$ cat src/bmsc_pkg.sv
package bmsc_pkg;

  // ==========================================================
  // Command codes
  // ==========================================================
  localparam logic [7:0] CMD_SUM  = 8'h20; // Flash sum report
  localparam logic [7:0] CMD_INFO = 8'h30; // Product information

  // ==========================================================
  // Acknowledge error bits
  // ==========================================================
  localparam int         ACK_RXERR_BIT = 3; // Receive error flag
  localparam int         ACK_BADCMD_BIT = 0; // Unknown command flag
  localparam logic [3:0] PREV_CMD_RST = 4'h0; // Upper nibble after reset

  // ==========================================================
  // Response lengths and positions (bytes sent after the ack)
  // ==========================================================
  localparam int         INFO_LEN      = 88; // Bytes five to ninety-two
  localparam int         INFO_ID_LEN   = 4;  // Software identifier bytes
  localparam int         INFO_CNT_POS  = 4;  // Block count position
  localparam int         INFO_GRP_POS  = 52; // Byte 57 relative to byte 5
  localparam int         INFO_GRP_LEN  = 9;  // Bytes per block group
  localparam int         INFO_GRP_NUM  = 4;  // Number of groups
  localparam logic [7:0] BLK_COUNT_LO  = 8'h06; // Flash block count
  localparam logic [7:0] BLK_COUNT_HI  = 8'h00;
  localparam logic [6:0] IDX_RST       = 7'h00;

  // ==========================================================
  // Handler states
  // ==========================================================
  typedef enum logic [2:0] {
    BMSC_WAIT_CMD  = 3'b000,
    BMSC_SEND_ACK  = 3'b001,
    BMSC_SEND_SUM  = 3'b010,
    BMSC_WAIT_CSUM = 3'b011,
    BMSC_SEND_INFO = 3'b100
  } bmsc_state_t;

endpackage

$ cat src/bmsc_handler.sv
`timescale 1ns/1ps
// Overview of operation
// - Boot pin high at release: flash start
// - Boot pin low at release: boot ROM
// - Mode latched on reset falling transition (release)
// - All interrupts held off in boot mode
// - Third byte command; 0x20 means sum
// - Receive error: ack low nibble 8
// - Error ack upper nibble from previous command
// - Clocked I/O mode skips error check
// - Valid command echoed, routine entered
// - Unknown command: ack low nibble 1
// - Sum sent upper byte then lower byte
// - Host checksum: two's complement byte sum
// - Byte after sum exchange is next command
// - 0x30 requests product information, echoed
// - Bytes five to eight: software identifier
// - Block count sent as fixed two bytes
// - Group info from byte 57 onward
// - Groups in increasing block size, nine bytes
// - Info ends with two's complement checksum
// - Byte ninety-four is next command
module bmsc_handler
  import bmsc_pkg::*;
(
  // Clock and reset
  input  wire logic        clk_i,
  input  wire logic        reset_i,
  // Boot select pin (port_h_bit_zero)
  input  wire logic        port_h_bit_zero_i,
  // Mode outputs
  output logic             boot_from_rom_o,
  output logic             irq_disable_o,
  // Serial receive stream
  input  wire logic        rx_valid_i,
  input  wire logic [7:0]  rx_data_i,
  input  wire logic        rx_error_i,
  input  wire logic        clocked_io_mode_i,
  // Serial transmit stream
  output logic             tx_valid_o,
  output logic [7:0]       tx_data_o,
  input  wire logic        tx_ready_i,
  // Flash data and identifier
  input  wire logic [15:0] flash_sum_i,
  input  wire logic [31:0] sw_id_i,
  input  wire logic [71:0] grp_info_i [INFO_GRP_NUM],
  // Checksum mismatch reported by host
  output logic             csum_bad_o
);

  // ==========================================================
  // Declarations
  // ==========================================================
  logic        pin_meta;       // First synchroniser stage
  logic        pin_sync;       // Second synchroniser stage
  logic        rst_q;          // Reset seen last cycle
  bmsc_state_t state;          // Handler state
  bmsc_state_t next_state;     // Next handler state
  logic [3:0]  prev_hi;        // Upper nibble of last command
  logic [7:0]  ack_byte;       // Pending acknowledge
  logic [7:0]  cmd;            // Accepted command
  logic [6:0]  idx;            // Response byte index
  logic [7:0]  csum;           // Running response sum
  logic [7:0]  info_byte;      // Current info byte
  logic        tx_fire;        // Byte leaves this cycle
  logic        rx_bad;         // Receive error counted
  logic [6:0]  grp_off;        // Index inside group table
  logic [1:0]  grp_sel;        // Group being sent
  logic [6:0]  grp_pos;        // Byte inside that group

  // Two's complement checksum step
  function automatic logic [7:0] csum_neg(input logic [7:0] s);
    csum_neg = 8'(~s + 8'h01);
  endfunction

  // Top bit of byte n, counted down from bit top
  function automatic logic [7:0] byte_top(input logic [7:0] top,
                                          input logic [6:0] n);
    byte_top = 8'(top - 8'(n) * 8'h08);
  endfunction

  // ==========================================================
  // Boot pin sampling
  // ==========================================================
  // Two-stage synchroniser for the pin
  always_ff @(posedge clk_i) begin
    pin_meta <= port_h_bit_zero_i;
    pin_sync <= pin_meta;
  end

  // Remember reset to catch its release
  always_ff @(posedge clk_i) begin
    rst_q <= reset_i;
  end

  // Mode caught at reset release
  always_ff @(posedge clk_i) begin
    if (reset_i) begin
      boot_from_rom_o <= 1'b0;
    end else if (rst_q) begin
      boot_from_rom_o <= ~pin_sync;
    end
  end

  // Interrupts blocked while boot ROM runs
  assign irq_disable_o = boot_from_rom_o;

  // ==========================================================
  // Command handling
  // ==========================================================
  assign tx_fire = tx_valid_o & tx_ready_i;
  assign rx_bad  = rx_error_i & ~clocked_io_mode_i;

  // Info byte selector
  always_comb begin
    info_byte = 8'h00;
    // Position inside the block group table
    grp_off   = 7'(idx - 7'(INFO_GRP_POS));
    grp_sel   = 2'(grp_off / 7'(INFO_GRP_LEN));
    grp_pos   = 7'(grp_off % 7'(INFO_GRP_LEN));
    if (idx < 7'(INFO_ID_LEN)) begin
      info_byte = sw_id_i[byte_top(8'h1f, idx) -: 8];
    end else if (idx == 7'(INFO_CNT_POS)) begin
      info_byte = BLK_COUNT_LO;
    end else if (idx == 7'(INFO_CNT_POS + 1)) begin
      info_byte = BLK_COUNT_HI;
    end else if (idx >= 7'(INFO_GRP_POS) &&
                 idx < 7'(INFO_LEN)) begin
      // Groups by increasing size, nine bytes each
      info_byte = grp_info_i[grp_sel][byte_top(8'h47, grp_pos) -: 8];
    end else if (idx == 7'(INFO_LEN)) begin
      info_byte = csum_neg(csum);
    end
  end

  // Next state
  always_comb begin
    next_state = state;
    unique case (state)
      BMSC_WAIT_CMD: begin
        if (rx_valid_i) begin
          next_state = BMSC_SEND_ACK;
        end
      end
      BMSC_SEND_ACK: begin
        if (tx_fire) begin
          if (cmd == CMD_SUM) begin
            next_state = BMSC_SEND_SUM;
          end else if (cmd == CMD_INFO) begin
            next_state = BMSC_SEND_INFO;
          end else begin
            next_state = BMSC_WAIT_CMD;
          end
        end
      end
      BMSC_SEND_SUM: begin
        if (tx_fire && idx == 7'h01) begin
          next_state = BMSC_WAIT_CSUM;
        end
      end
      BMSC_WAIT_CSUM: begin
        if (rx_valid_i) begin
          next_state = BMSC_WAIT_CMD;
        end
      end
      BMSC_SEND_INFO: begin
        if (tx_fire && idx == 7'(INFO_LEN)) begin
          next_state = BMSC_WAIT_CMD;
        end
      end
      default: next_state = BMSC_WAIT_CMD;
    endcase
  end

  // State register
  always_ff @(posedge clk_i) begin
    if (reset_i) begin
      state <= BMSC_WAIT_CMD;
    end else begin
      state <= next_state;
    end
  end

  // Command capture and acknowledge build
  always_ff @(posedge clk_i) begin
    if (reset_i) begin
      cmd      <= 8'h00;
      ack_byte <= 8'h00;
      prev_hi  <= PREV_CMD_RST;
    end else if (state == BMSC_WAIT_CMD && rx_valid_i) begin
      if (rx_bad) begin
        cmd      <= 8'h00; // Forces return to wait
        ack_byte <= {prev_hi, 4'h0} | 8'(1 << ACK_RXERR_BIT);
      end else if (rx_data_i == CMD_SUM || rx_data_i == CMD_INFO) begin
        cmd      <= rx_data_i;
        ack_byte <= rx_data_i;
        prev_hi  <= rx_data_i[7:4];
      end else begin
        cmd      <= rx_data_i;
        ack_byte <= {prev_hi, 4'h0} | 8'(1 << ACK_BADCMD_BIT);
        prev_hi  <= rx_data_i[7:4];
      end
    end
  end

  // Response index and running sum
  always_ff @(posedge clk_i) begin
    if (reset_i || state == BMSC_SEND_ACK || state == BMSC_WAIT_CMD) begin
      idx  <= IDX_RST;
      csum <= 8'h00;
    end else if (tx_fire) begin
      idx  <= 7'(idx + 7'h01);
      csum <= 8'(csum + tx_data_o);
    end
  end

  // Host checksum compare on the sum exchange
  always_ff @(posedge clk_i) begin
    if (reset_i) begin
      csum_bad_o <= 1'b0;
    end else if (state == BMSC_WAIT_CSUM && rx_valid_i) begin
      csum_bad_o <= (rx_data_i != csum_neg(csum));
    end
  end

  // ==========================================================
  // Transmit output
  // ==========================================================
  assign tx_valid_o = (state == BMSC_SEND_ACK) ||
                      (state == BMSC_SEND_SUM) ||
                      (state == BMSC_SEND_INFO);

  // Transmit data selection
  always_comb begin
    tx_data_o = 8'h00;
    unique case (state)
      BMSC_SEND_ACK:  tx_data_o = ack_byte;
      BMSC_SEND_SUM:  tx_data_o = (idx == 7'h00) ? flash_sum_i[15:8]
                                                 : flash_sum_i[7:0];
      BMSC_SEND_INFO: tx_data_o = info_byte;
      default:        tx_data_o = 8'h00;
    endcase
  end

  // ==========================================================
  // Assertions
  // ==========================================================
  property p_mode;
    @(posedge clk_i) disable iff (reset_i)
      rst_q |=> boot_from_rom_o == ~$past(pin_sync);
  endproperty
  a_mode: assert property (p_mode) else $error("mode latch wrong");

  property p_irq;
    @(posedge clk_i) disable iff (reset_i)
      !rst_q |=> irq_disable_o == boot_from_rom_o && $stable(irq_disable_o);
  endproperty
  a_irq: assert property (p_irq) else $error("irq not blocked");

  property p_err;
    @(posedge clk_i) disable iff (reset_i)
      (state == BMSC_WAIT_CMD && rx_valid_i && rx_bad)
      |=> tx_valid_o && tx_data_o[3:0] == 4'h8;
  endproperty
  a_err: assert property (p_err) else $error("error ack wrong");

  property p_skip;
    @(posedge clk_i) disable iff (reset_i)
      (state == BMSC_WAIT_CMD && rx_valid_i && clocked_io_mode_i &&
       rx_error_i && (rx_data_i == CMD_SUM || rx_data_i == CMD_INFO))
      |=> tx_data_o == $past(rx_data_i);
  endproperty
  a_skip: assert property (p_skip) else $error("io mode checked");

  property p_echo;
    @(posedge clk_i) disable iff (reset_i)
      (state == BMSC_WAIT_CMD && rx_valid_i && !rx_bad &&
       rx_data_i == CMD_INFO) |=> tx_data_o == CMD_INFO;
  endproperty
  a_echo: assert property (p_echo) else $error("no echo");

  property p_bad;
    @(posedge clk_i) disable iff (reset_i)
      (state == BMSC_WAIT_CMD && rx_valid_i && !rx_bad &&
       rx_data_i != CMD_SUM && rx_data_i != CMD_INFO)
      |=> tx_data_o[3:0] == 4'h1 ##0 tx_data_o[7:4] == $past(prev_hi);
  endproperty
  a_bad: assert property (p_bad) else $error("bad ack wrong");

  property p_sum;
    @(posedge clk_i) disable iff (reset_i)
      (state == BMSC_SEND_SUM && idx == 7'h00)
      |-> tx_data_o == flash_sum_i[15:8];
  endproperty
  a_sum: assert property (p_sum) else $error("sum order");

  property p_id;
    @(posedge clk_i) disable iff (reset_i)
      (state == BMSC_SEND_INFO && idx == 7'h00)
      |-> tx_data_o == sw_id_i[31:24];
  endproperty
  a_id: assert property (p_id) else $error("id byte wrong");

  property p_end;
    @(posedge clk_i) disable iff (reset_i)
      (state == BMSC_SEND_INFO && tx_fire && idx == 7'(INFO_LEN))
      |=> state == BMSC_WAIT_CMD;
  endproperty
  a_end: assert property (p_end) else $error("no return");

  property p_rxhi;
    @(posedge clk_i) disable iff (reset_i)
      (state == BMSC_WAIT_CMD && rx_valid_i && rx_bad)
      |=> tx_data_o[7:4] == $past(prev_hi);
  endproperty
  a_rxhi: assert property (p_rxhi) else $error("error ack nibble");

  property p_rxsum;
    @(posedge clk_i) disable iff (reset_i)
      (state == BMSC_WAIT_CSUM && rx_valid_i)
      |=> csum_bad_o == ($past(rx_data_i) !=
          8'(8'h00 - flash_sum_i[15:8] - flash_sum_i[7:0]));
  endproperty
  a_rxsum: assert property (p_rxsum) else $error("host csum flag");

  property p_csum_wait;
    @(posedge clk_i) disable iff (reset_i)
      (state == BMSC_WAIT_CSUM && rx_valid_i)
      |=> state == BMSC_WAIT_CMD && !tx_valid_o;
  endproperty
  a_csum_wait: assert property (p_csum_wait) else $error("no wait");

  property p_sumlo;
    @(posedge clk_i) disable iff (reset_i)
      (state == BMSC_SEND_SUM && idx == 7'h01)
      |-> tx_data_o == flash_sum_i[7:0];
  endproperty
  a_sumlo: assert property (p_sumlo) else $error("sum low byte");

  property p_cnt;
    @(posedge clk_i) disable iff (reset_i)
      (state == BMSC_SEND_INFO && idx == 7'(INFO_CNT_POS))
      |-> tx_data_o == BLK_COUNT_LO;
  endproperty
  a_cnt: assert property (p_cnt) else $error("block count");

  property p_sum_go;
    @(posedge clk_i) disable iff (reset_i)
      (state == BMSC_SEND_ACK && tx_fire && cmd == CMD_SUM)
      |=> state == BMSC_SEND_SUM && idx == IDX_RST;
  endproperty
  a_sum_go: assert property (p_sum_go) else $error("no sum routine");

endmodule

$ cat config.mk
export PLATFORM = sky130hd
export DESIGN_NAME = bmsc_handler
export DESIGN_NICKNAME = d
export VERILOG_FILES = /design/src/bmsc_pkg.sv /design/src/bmsc_handler.sv
export SDC_FILE = /design/constraint.sdc
export NUM_CORES = 1
export LEC_CHECK = 0
export BUFFER_PORTS_ARGS = -buffer_cell sky130_fd_sc_hd__buf_4
export CAP_MARGIN = 30
export CORE_AREA = 2 2 141 143
export DETAILED_ROUTE_END_ITERATION = 8
export DIE_AREA = 0 0 143 145
export GPL_TIMING_DRIVEN = 1
export PLACE_DENSITY_LB_ADDON = 0.12
export RECOVER_POWER = 25
export SYNTH_ARGS = -nofsm -noshare
export SYNTH_HDL_FRONTEND = slang
export SYNTH_SLANG_ARGS = --single-unit
$ cat constraint.sdc
create_clock -name clk_i -period 7.2 [get_ports clk_i]
set_clock_uncertainty 0.2 [all_clocks]
set_input_delay 0.36 -clock clk_i [delete_from_list [all_inputs] [get_ports clk_i]]
set_output_delay 0.36 -clock clk_i [all_outputs]
set_load 0.02 [all_outputs]
== After elaboration in Yosys (flattened, before gate mapping) ==
Cells that the tools add are included.
Word-level totals
  register bits: 43
  input bits: 351
  output and inout bits: 12
  logic and storage cells: 85
Cells by class
  reduce and logical (&&, ||, !) cells: 14
  bitwise logic cells: 7
  mux-type cells: 21
  divide/modulo/power cells: 2
  equality and inequality tests: 18
  add/subtract/negate cells: 6
  order comparisons: 4
  shifts and indexed selects: 2
Operator list (number)
  72-bit binary-select mux with 2-bit select: 1
  72-bit two-way mux: 2
  79-bit by 9-bit variable part select with 8-bit output: 1
  8-bit two-way mux: 9
  39-bit by 9-bit variable part select with 8-bit output: 1
  8-bit by 6-bit == test with 1-bit output (second input constant): 4
  8-bit case mux with 3 select lines: 1
  3-bit two-way mux: 7
  3-bit case mux with 5 select lines: 1
  7-bit by 3-bit == test with 1-bit output (second input constant): 2
  2-bit != test (second input constant): 5
  8-bit by 1-bit adder with 8-bit output (second input constant): 1
  8-bit adder: 1
  8-bit != test: 1
  8-bit inverter: 1
  5-bit by 8-bit subtractor with 8-bit output (first input constant): 1
  7-bit by 8-bit subtractor with 8-bit output (first input constant): 1
  7-bit by 1-bit adder with 7-bit output (second input constant): 1
  7-bit by 4-bit divider with 7-bit output (second input constant): 1
  7-bit by 1-bit == test with 1-bit output (second input constant): 1
  7-bit == test (second input constant): 1
  7-bit by 6-bit >= comparator with 1-bit output (second input constant): 1
  7-bit zero test: 1
  7-bit by 3-bit less-than comparator with 1-bit output (second input constant): 1
  15 further kinds: 27

== Logic depth before layout (Yosys ltp) ==
Gate-level depths: netlist of the first run.
  depth after elaboration: 13
  mapped depth: 38
  mapped depth without buffers: 33

== Worst setup path before layout of the first run ==
No wires, ideal clock.
  path type: reg2reg
  start: reg idx[2]
  end: reg csum[7]
  path slack: -429 ps
  cell stages (with the launch flop): 34
  data required time: 6877 ps
  clock period less this slack: 7629 ps
  arrival: 7306 ps
  buffers on the path: 5
  setup time: 123 ps
  cell sequence: dfxtp_1 -> clkinv_1 -> ha_1 -> buf_2 -> nand3b_1 -> xor2_1 -> o211ai_1 -> and4bb_2 -> ha_1 -> and2_1 -> o32a_2 -> buf_6 -> buf_2 -> a21oi_1 -> a31oi_1 -> ha_1 -> inv_1 -> clkbuf_1 -> clkbuf_1 -> mux4_2 -> nor2_1 -> nor3_2 -> o21ai_1 -> ha_1 -> a21o_1 -> a21o_1 -> a21o_1 -> a21oi_1 -> o21bai_1 -> a21oi_1 -> nor2_1 -> mux2_1 -> nor3_1 -> nor3b_2
On the way
  cells in the longest elaborated chain, start to end: 13
  elaborated cells on any way between the ends: 27
  classes of those cells: add/sub (4); div (2); order compare (3); eq/ne (3); shift (2); mux (10); bitwise (1); reduce/logical (2)
RTL lines
  start: declaration: RTL line bmsc_handler.sv:62  | logic [6:0] idx;
  start signal: assignment: RTL line bmsc_handler.sv:212  | idx <= 7'(idx + 7'h01);
  branches (longest 11 deep; another with 7-bit by 8-bit subtractor with 8-bit output)
  8-bit case mux with 3 select lines *: RTL line bmsc_handler.sv:236  | unique case (state)
  net tx_data_o[1]: RTL line bmsc_handler.sv:41  | output logic [7:0] tx_data_o,
  8-bit adder *: RTL line bmsc_handler.sv:213  | csum <= 8'(csum + tx_data_o);
  end signal: assignment: RTL line bmsc_handler.sv:213
  end: declaration: RTL line bmsc_handler.sv:63  | logic [7:0] csum;
Mark *: on every way through the listed nets, which the timed path passes. The select of a mux whose other input is x is not followed.
A chain may end at the register's enable or synchronous reset.

== Worst setup path in the final report of the first run ==
  start: reg idx[2]
  end: reg csum[7]
On the way
  cells in the longest elaborated chain, start to end: 13
  elaborated cells on any way between the ends: 27
  classes of those cells: add/sub (4); div (2); order compare (3); eq/ne (3); shift (2); mux (10); bitwise (1); reduce/logical (2)
RTL lines (RTL line)
  branches (longest 11 deep; another with 7-bit by 8-bit subtractor with 8-bit output)
  8-bit case mux with 3 select lines *: bmsc_handler.sv:236
  8-bit adder *: bmsc_handler.sv:213
Mark *: on every way between the ends. The select of a mux whose other input is x is not followed.

==> impl_metrics.py, run 1 <==
metrics = {
    "run_status": {
        "run_status": "finished clean",
    },
    "global_route": {
        "grt.overflow.total": 0,
        "grt_antenna_before_repair": 3,
        "grt_pass1_wl_mm": 45.97,
        "grt_max_degree": 69,
        "grt_usage_pct": 29.30,
        "first_global_vias": 7740,
    },
    "clocking": {
        "clock-root-buffer": "sky130_fd_sc_hd__clkbuf_16",
        "cts.reportedPaths.clkPinSlew_ps": 70,
        "clkLatencyLatePin_ps": 290,
        "clock-sinks": 43,
        "max-clock-path-buffers": 2,
        "htree_num_levels": 2,
        "tritoncts": "built",
        "total_cts_buffers": 5,
    },
    "detailed_routing": {
        "detail-route-antenna-nets": 0,
        "drt_first_pass_iters": 8,
        "drt_iter0_markers": 559,
        "per_cell_via_count_in_the_routed_design": 5.545,
        "wirelength_mm": 31.25,
        "avgRoutedWirePerCell_microns": 22.18,
        "vias_after_detailed_routing": 7813,
        "drc_errors": 0,
    },
    "placement": {
        "io_buffers": 362,
        "dp_hpwl_mm": 26.37,
        "finalWeightedCongestion": 1.006,
    },
    "power_and_ir_drop": {
        "total_leakage_power_nw": 4.014,
        "power_dens_cells_mw_per_mm2": 84.53,
        "power_uw": 849.6,
        "ir_drop_uv": 96.85,
    },
    "yosys": {
        "synth.top_cells.by_area": "sky130_fd_sc_hd__mux2i_1 21%, sky130_fd_sc_hd__dfxtp_1 13%, sky130_fd_sc_hd__mux4_2 12%",
        "syn-instance-count": 805,
        "synth.lib_cells_used.distinct": 94,
        "synth_top_flop_cell": "sky130_fd_sc_hd__dfxtp_1",
        "post-synth-top-area-fraction_pct": 21.02,
        "synth.most_common_cell": "sky130_fd_sc_hd__mux2i_1",
        "post_synth.cell_area_avg_sq_um": 8.519,
        "synth.yosys.seq_area_share_pct": 12.55,
        "synth.ff_latch_count": 43,
        "synth_warnings": 0,
        "synth_nets": 1176,
        "synthDominantAreaCellType": "sky130_fd_sc_hd__mux2i_1",
        "synth.cell_area_sq_mm": 0.006858,
        "synth-edff-count": 0,
        "synth_commonest_cells": "144 x sky130_fd_sc_hd__mux2i_1, 73 x sky130_fd_sc_hd__nand2_1, 62 x sky130_fd_sc_hd__nor2_1, 57 x sky130_fd_sc_hd__a21oi_1, 43 x sky130_fd_sc_hd__dfxtp_1",
        "asyncSetResetFlopFracSynth_pct": 0,
    },
    "die": {
        "ioPinCount": 363,
        "core_region_area_sq_mm": 0.01921,
        "die-width_microns": 143,
        "floorplan.initialDensity_pct": 35.70,
        "die_h_microns": 145,
        "die_area_sq_mm": 0.02074,
        "num_rows": 51,
    },
    "sta": {
        "final_hold_violations": 0,
        "timing.fmax_mhz": 146.5,
        "setup_viol_count_final": 0,
        "slew_headroom_pct": 20.10,
        "slew_viol_final": 0,
        "measured_slew_at_the_worst_slew_check_pin_ps": 1198,
        "final_min_period_over_clock_period_pct": 94.82,
        "final.hold.worst_slack_ps": 127.9,
        "final.min_clock_period_ps": 6827,
    },
    "layout": {
        "final-seq-area_sq_um": 863.3,
        "post_route_cells_drive_above_1_share_pct": 43.04,
        "fin_nets": 1513,
        "multi_input_area_sq_mm": 0.005648,
        "fill_cells": 1883,
        "areaGrowthSynthToFinish_pct": 46.56,
    },
    "flow_run": {
        "number_of_max_capacitance_violations_reported": 0,
    },
    "critical_path": {
        "worstPathRequired_ps": 7170,
        "cp_common_cell": "sky130_fd_sc_hd__a21oi_2",
        "worst_setup_path_end_kind": "flip-flop",
        "cp_slowest_stage_delay_ps": 390,
        "timing_worst_setup_path_type": "reg2reg",
        "arrival_ps": 6800,
        "crit_path_start_kind": "flip-flop",
        "crit_slowest_cell": "sky130_fd_sc_hd__or3_4",
        "cp_max_fo": 16,
    },
    "min_path": {
        "hold_path.class": "reg2reg",
    },
}
[routing by layer]
metal	wire length, microns	global-route usage (%)
met5	8	0
met4	510	5.396
met3	2839	8.482
met2	15170	48.90
met1	12730	37.73
[state kept, by name, indices dropped and copies added (netlist names)]
name             count
boot_from_rom_o      1
ack_byte             8
pin_meta             1
csum                 8
state                3
prev_hi              4
csum_bad_o           1
pin_sync             1
rst_q                1
idx                  7
cmd                  8
[per-stage QoR]
step | setup slack [ps] | TNS, ps | instance area, sq um | utilization (%) | std cells
after floorplan | 21.16 | 0 | 6883 | - | 805
after global placement | 147.6 | 0 | 9798 | 51.01 | 1395
after detailed placement | 30.08 | 0 | 9798 | 51.01 | 1395
after CTS | 3.693 | 0 | 9957 | 51.84 | 1404
after global routing | -36.75 | -36.75 | 10050 | 52.33 | 1409
final | 372.9 | 0 | 10050 | 52.33 | 1409
[critical path, delay by kind of cell (launching register included)]
family | cells | cell delay [ps]
buf+inv | 2 | 240
mux | 1 | 300
simple gates | 10 | 2200
xor+xnor | 2 | 330
fa+ha+maj | 4 | 1030
flops | 1 | 320
compound gates | 12 | 2070
[cell usage in the layout (no fill, tap or decap), types with 5 or more instances in the layout]
cell type                   count
sky130_fd_sc_hd__mux4_2        38
sky130_fd_sc_hd__a31oi_1       16
sky130_fd_sc_hd__o21a_1         5
sky130_fd_sc_hd__clkbuf_16      5
sky130_fd_sc_hd__nor2_1        62
sky130_fd_sc_hd__nor2b_1        9
sky130_fd_sc_hd__nand2b_1      13
sky130_fd_sc_hd__and2_1         6
sky130_fd_sc_hd__buf_4        383
sky130_fd_sc_hd__a211oi_1       7
sky130_fd_sc_hd__a21o_1         6
sky130_fd_sc_hd__nand2_1       73
sky130_fd_sc_hd__ha_1          16
sky130_fd_sc_hd__nor3_1        15
sky130_fd_sc_hd__a22oi_1        6
sky130_fd_sc_hd__xor2_1         5
sky130_fd_sc_hd__mux2i_1      144
sky130_fd_sc_hd__a211o_1        5
sky130_fd_sc_hd__inv_1         17
sky130_fd_sc_hd__o21ai_0       32
sky130_fd_sc_hd__mux2_2         6
sky130_fd_sc_hd__o22ai_1        5
sky130_fd_sc_hd__nand3_1       18
sky130_fd_sc_hd__or3_1          5
sky130_fd_sc_hd__a21oi_1       54
sky130_fd_sc_hd__dfxtp_1       41
sky130_fd_sc_hd__xnor2_1       22
[logic make-up (layout without fill, tap and decap cells)]
family	Yosys count	count (layout)	share of synthesized area [%]
other cells	0	1	0
simple gates	243	243	18.35
buf+inv	81	419	6.532
xor+xnor	29	29	3.704
compound gates	197	197	19.78
fa+ha+maj	21	21	3.904
flops	43	43	12.55
mux	191	191	35.18
[repair_timing]
action                                  4_1_cts  5_1_grt
buffers inserted                              0        4
hold buffers                                  1        0
endpoints found under the setup margin        0        3
hold endpoints to repair                      1        0
gates resized for setup                       0       14
[final timing paths]
kind | cells past startpoint | from | slack [ps] | endpoint
worst max-delay path | 31 | idx[2] | 370 | csum[7]
worst min-delay path | 0 | pin_meta | 130 | pin_sync
worst min register to register | 0 | pin_meta | 130 | pin_sync
worst max register to register | 31 | idx[2] | 370 | csum[7]
[power breakdown]
| group | internal (mW) | total [mW] | switching, mW |
|---|---|---|---|
| logic | 0.196 | 0.346 | 0.149 |
| registers | 0.254 | 0.267 | 0.0134 |
| clock network | 0.130 | 0.237 | 0.107 |
[final cells by class]
cell class                 count  area share (%)
timing repair buffer         393           29.73
sequential                    43           8.590
inverter                      18          0.6847
multi-input combinational    681           56.19
clock inverter                 3          0.2365
clock buffer                   5           1.245
antenna                        1         0.02490
tap                          265           3.299
No activity file was read; power rests on OpenSTA's default activity.
==> run 2, diff against run 1 <==
--- a/config.mk
+++ b/config.mk
@@ -5,14 +5,15 @@
 export SDC_FILE = /design/constraint.sdc
 export NUM_CORES = 1
 export LEC_CHECK = 0
+export ABC_CLOCK_PERIOD_IN_PS = 7200
 export BUFFER_PORTS_ARGS = -buffer_cell sky130_fd_sc_hd__buf_4
 export CAP_MARGIN = 30
 export CORE_AREA = 2 2 141 143
 export DETAILED_ROUTE_END_ITERATION = 8
 export DIE_AREA = 0 0 143 145
 export GPL_TIMING_DRIVEN = 1
+export HOLD_SLACK_MARGIN = 0.12
 export PLACE_DENSITY_LB_ADDON = 0.12
-export RECOVER_POWER = 25
 export SYNTH_ARGS = -nofsm -noshare
 export SYNTH_HDL_FRONTEND = slang
 export SYNTH_SLANG_ARGS = --single-unit
==> impl_metrics.py, run 2 (same netlist as run 1, synthesis figures left out) <==
metrics = {
    "sta": {
        "measured_slew_at_the_worst_slew_check_pin_ps": 720.5,
        "slew_viol_final": 0,
        "final_min_period_over_clock_period_pct": 94.98,
        "setup_ws_ps": 361.6,
        "final_hold_violations": 0,
        "final.min_clock_period_ps": 6838,
        "timing.fmax_mhz": 146.2,
        "setup_viol_count_final": 0,
        "slew_headroom_pct": 51.97,
    },
    "power_and_ir_drop": {
        "total_leakage_power_nw": 4.031,
        "power.share.switching_pct": 31.48,
        "power_frac_clock_pct": 27.7,
        "power.internal_uw": 581.3,
        "power_uw": 848.4,
        "power_dens_cells_mw_per_mm2": 84.28,
        "power.net_switching_uw": 267.1,
        "share_comb_of_total_power_pct": 40.8,
        "power.share.sequential_pct": 31.5,
        "ir_drop_uv": 95.56,
    },
    "critical_path": {
        "crit_slowest_cell": "sky130_fd_sc_hd__or3_4",
        "timing_worst_setup_path_type": "reg2reg",
        "crit_path_start_kind": "flip-flop",
        "worstPathRequired_ps": 7180,
        "cp_common_cell": "sky130_fd_sc_hd__a21oi_2",
        "cp_slowest_stage_delay_ps": 390,
        "worst_setup_path_end_kind": "flip-flop",
        "arrival_ps": 6810,
        "worst-path-buf-inv": 2,
        "timing.critical_path.max_delay_family": "simple AND/OR/NAND/NOR gates",
        "cp_max_fo": 16,
    },
    "run_status": {
        "run_status": "finished clean",
    },
    "die": {
        "die-width_microns": 143,
        "ioPinCount": 363,
        "floorplan.initialDensity_pct": 35.70,
        "core_region_area_sq_mm": 0.01921,
        "die_h_microns": 145,
        "die_area_sq_mm": 0.02074,
        "num_rows": 51,
    },
    "placement": {
        "finalWeightedCongestion": 1.006,
        "io_buffers": 362,
        "dpl_worst_slack_ps": 30.08,
        "dp_hpwl_mm": 26.37,
    },
    "global_route": {
        "grt_antenna_before_repair": 3,
        "grt.overflow.total": 0,
        "grt_usage_pct": 29.30,
        "first_global_vias": 7740,
        "grt_pass1_wl_mm": 45.97,
        "grt_max_degree": 69,
    },
    "detailed_routing": {
        "avgRoutedWirePerCell_microns": 22.16,
        "drt_first_pass_iters": 5,
        "drt_iter0_markers": 573,
        "wirelength_mm": 31.22,
        "per_cell_via_count_in_the_routed_design": 5.542,
        "vias_after_detailed_routing": 7809,
        "detail-route-antenna-nets": 0,
        "drc_errors": 0,
    },
    "layout": {
        "fin_nets": 1513,
        "final_cell_mix": "388 x sky130_fd_sc_hd__buf_4, 144 x sky130_fd_sc_hd__mux2i_1, 73 x sky130_fd_sc_hd__nand2_1, 62 x sky130_fd_sc_hd__nor2_1, 54 x sky130_fd_sc_hd__a21oi_1",
        "areaGrowthSynthToFinish_pct": 46.78,
        "most_common_cell_after_layout_fill_and_taps_aside": "sky130_fd_sc_hd__buf_4",
        "biggestRegsByFlops": "ack_byte: 8 flops, cmd: 8 flops, csum: 8 flops",
        "finalCoreUtilization_pct": 52.41,
        "post_route_cells_drive_above_1_share_pct": 43.39,
    },
    "flow_run": {
        "number_of_max_capacitance_violations_reported": 0,
    },
    "min_path": {
        "hold_path.class": "reg2reg",
    },
    "clocking": {
        "clock-root-buffer": "sky130_fd_sc_hd__clkbuf_16",
        "total_cts_buffers": 5,
        "max-clock-path-buffers": 2,
        "tritoncts": "built",
        "clkLatencyLatePin_ps": 290,
        "clock-sinks": 43,
        "htree_num_levels": 2,
        "cts.reportedPaths.clkPinSlew_ps": 70,
    },
}
==> run 2: final cells by class <==
class,instances,area [sq um]
timing repair buffer,393,3003
inverter,18,68.82
clock inverter,3,23.77
sequential,43,863.3
fill,1879,9141
antenna,1,2.502
tap,265,331.6
multi-input combinational,681,5648
clock buffer,5,125.1
==> run 2: final timing paths <==
| path | startpoint | end | slack [ps] | depth (start not counted) |
|---|---|---|---|---|
| max | idx[2] | csum[7] | 360 | 31 |
| min | pin_meta | pin_sync | 130 | 0 |
| max reg2reg | idx[2] | csum[7] | 360 | 31 |
| min reg2reg | pin_meta | pin_sync | 130 | 0 |
==> run 2: per-layer routing <==
layer | vias to the layer above | part of all wire [%] | GRT usage [%]
li1 | 3720 | - | -
met1 | 3728 | 40 | 37.73
met2 | 331 | 49 | 48.90
met3 | 28 | 9.3 | 8.482
met4 | 2 | 1.5 | 5.396
met5 | - | 0.026 | 0
==> run 2: metrics by stage <==
step | cell area, sq um | TNS, ps | instances | hold slack (ps)
after detailed placement | 9798 | 0 | 1395 | 114.3
after CTS | 9957 | 0 | 1404 | 130.0
after global placement | 9798 | 0 | 1395 | 110.8
after global routing | 10070 | -36.63 | 1409 | 144.9
after floorplan | 6883 | 0 | 805 | 109.6
final | 10070 | 0 | 1409 | 127.8
==> run 2: what timing repair did <==
item,in CTS,in global routing
hold buffers,1,0
setup buffers,0,4
gates resized for setup,0,14
setup endpoints to repair,0,3
endpoints found under the hold margin,1,0
==> run 2: power groups by stage <==
stage               Sequential (mW)  Clock [mW]  Combinational (mW)
floorplan                     0.265           0               0.144
global placement              0.272           0               0.341
detailed placement            0.272           0               0.342
CTS                           0.267       0.238               0.344
global route                  0.270       0.248               0.373
finish                        0.267       0.235               0.346
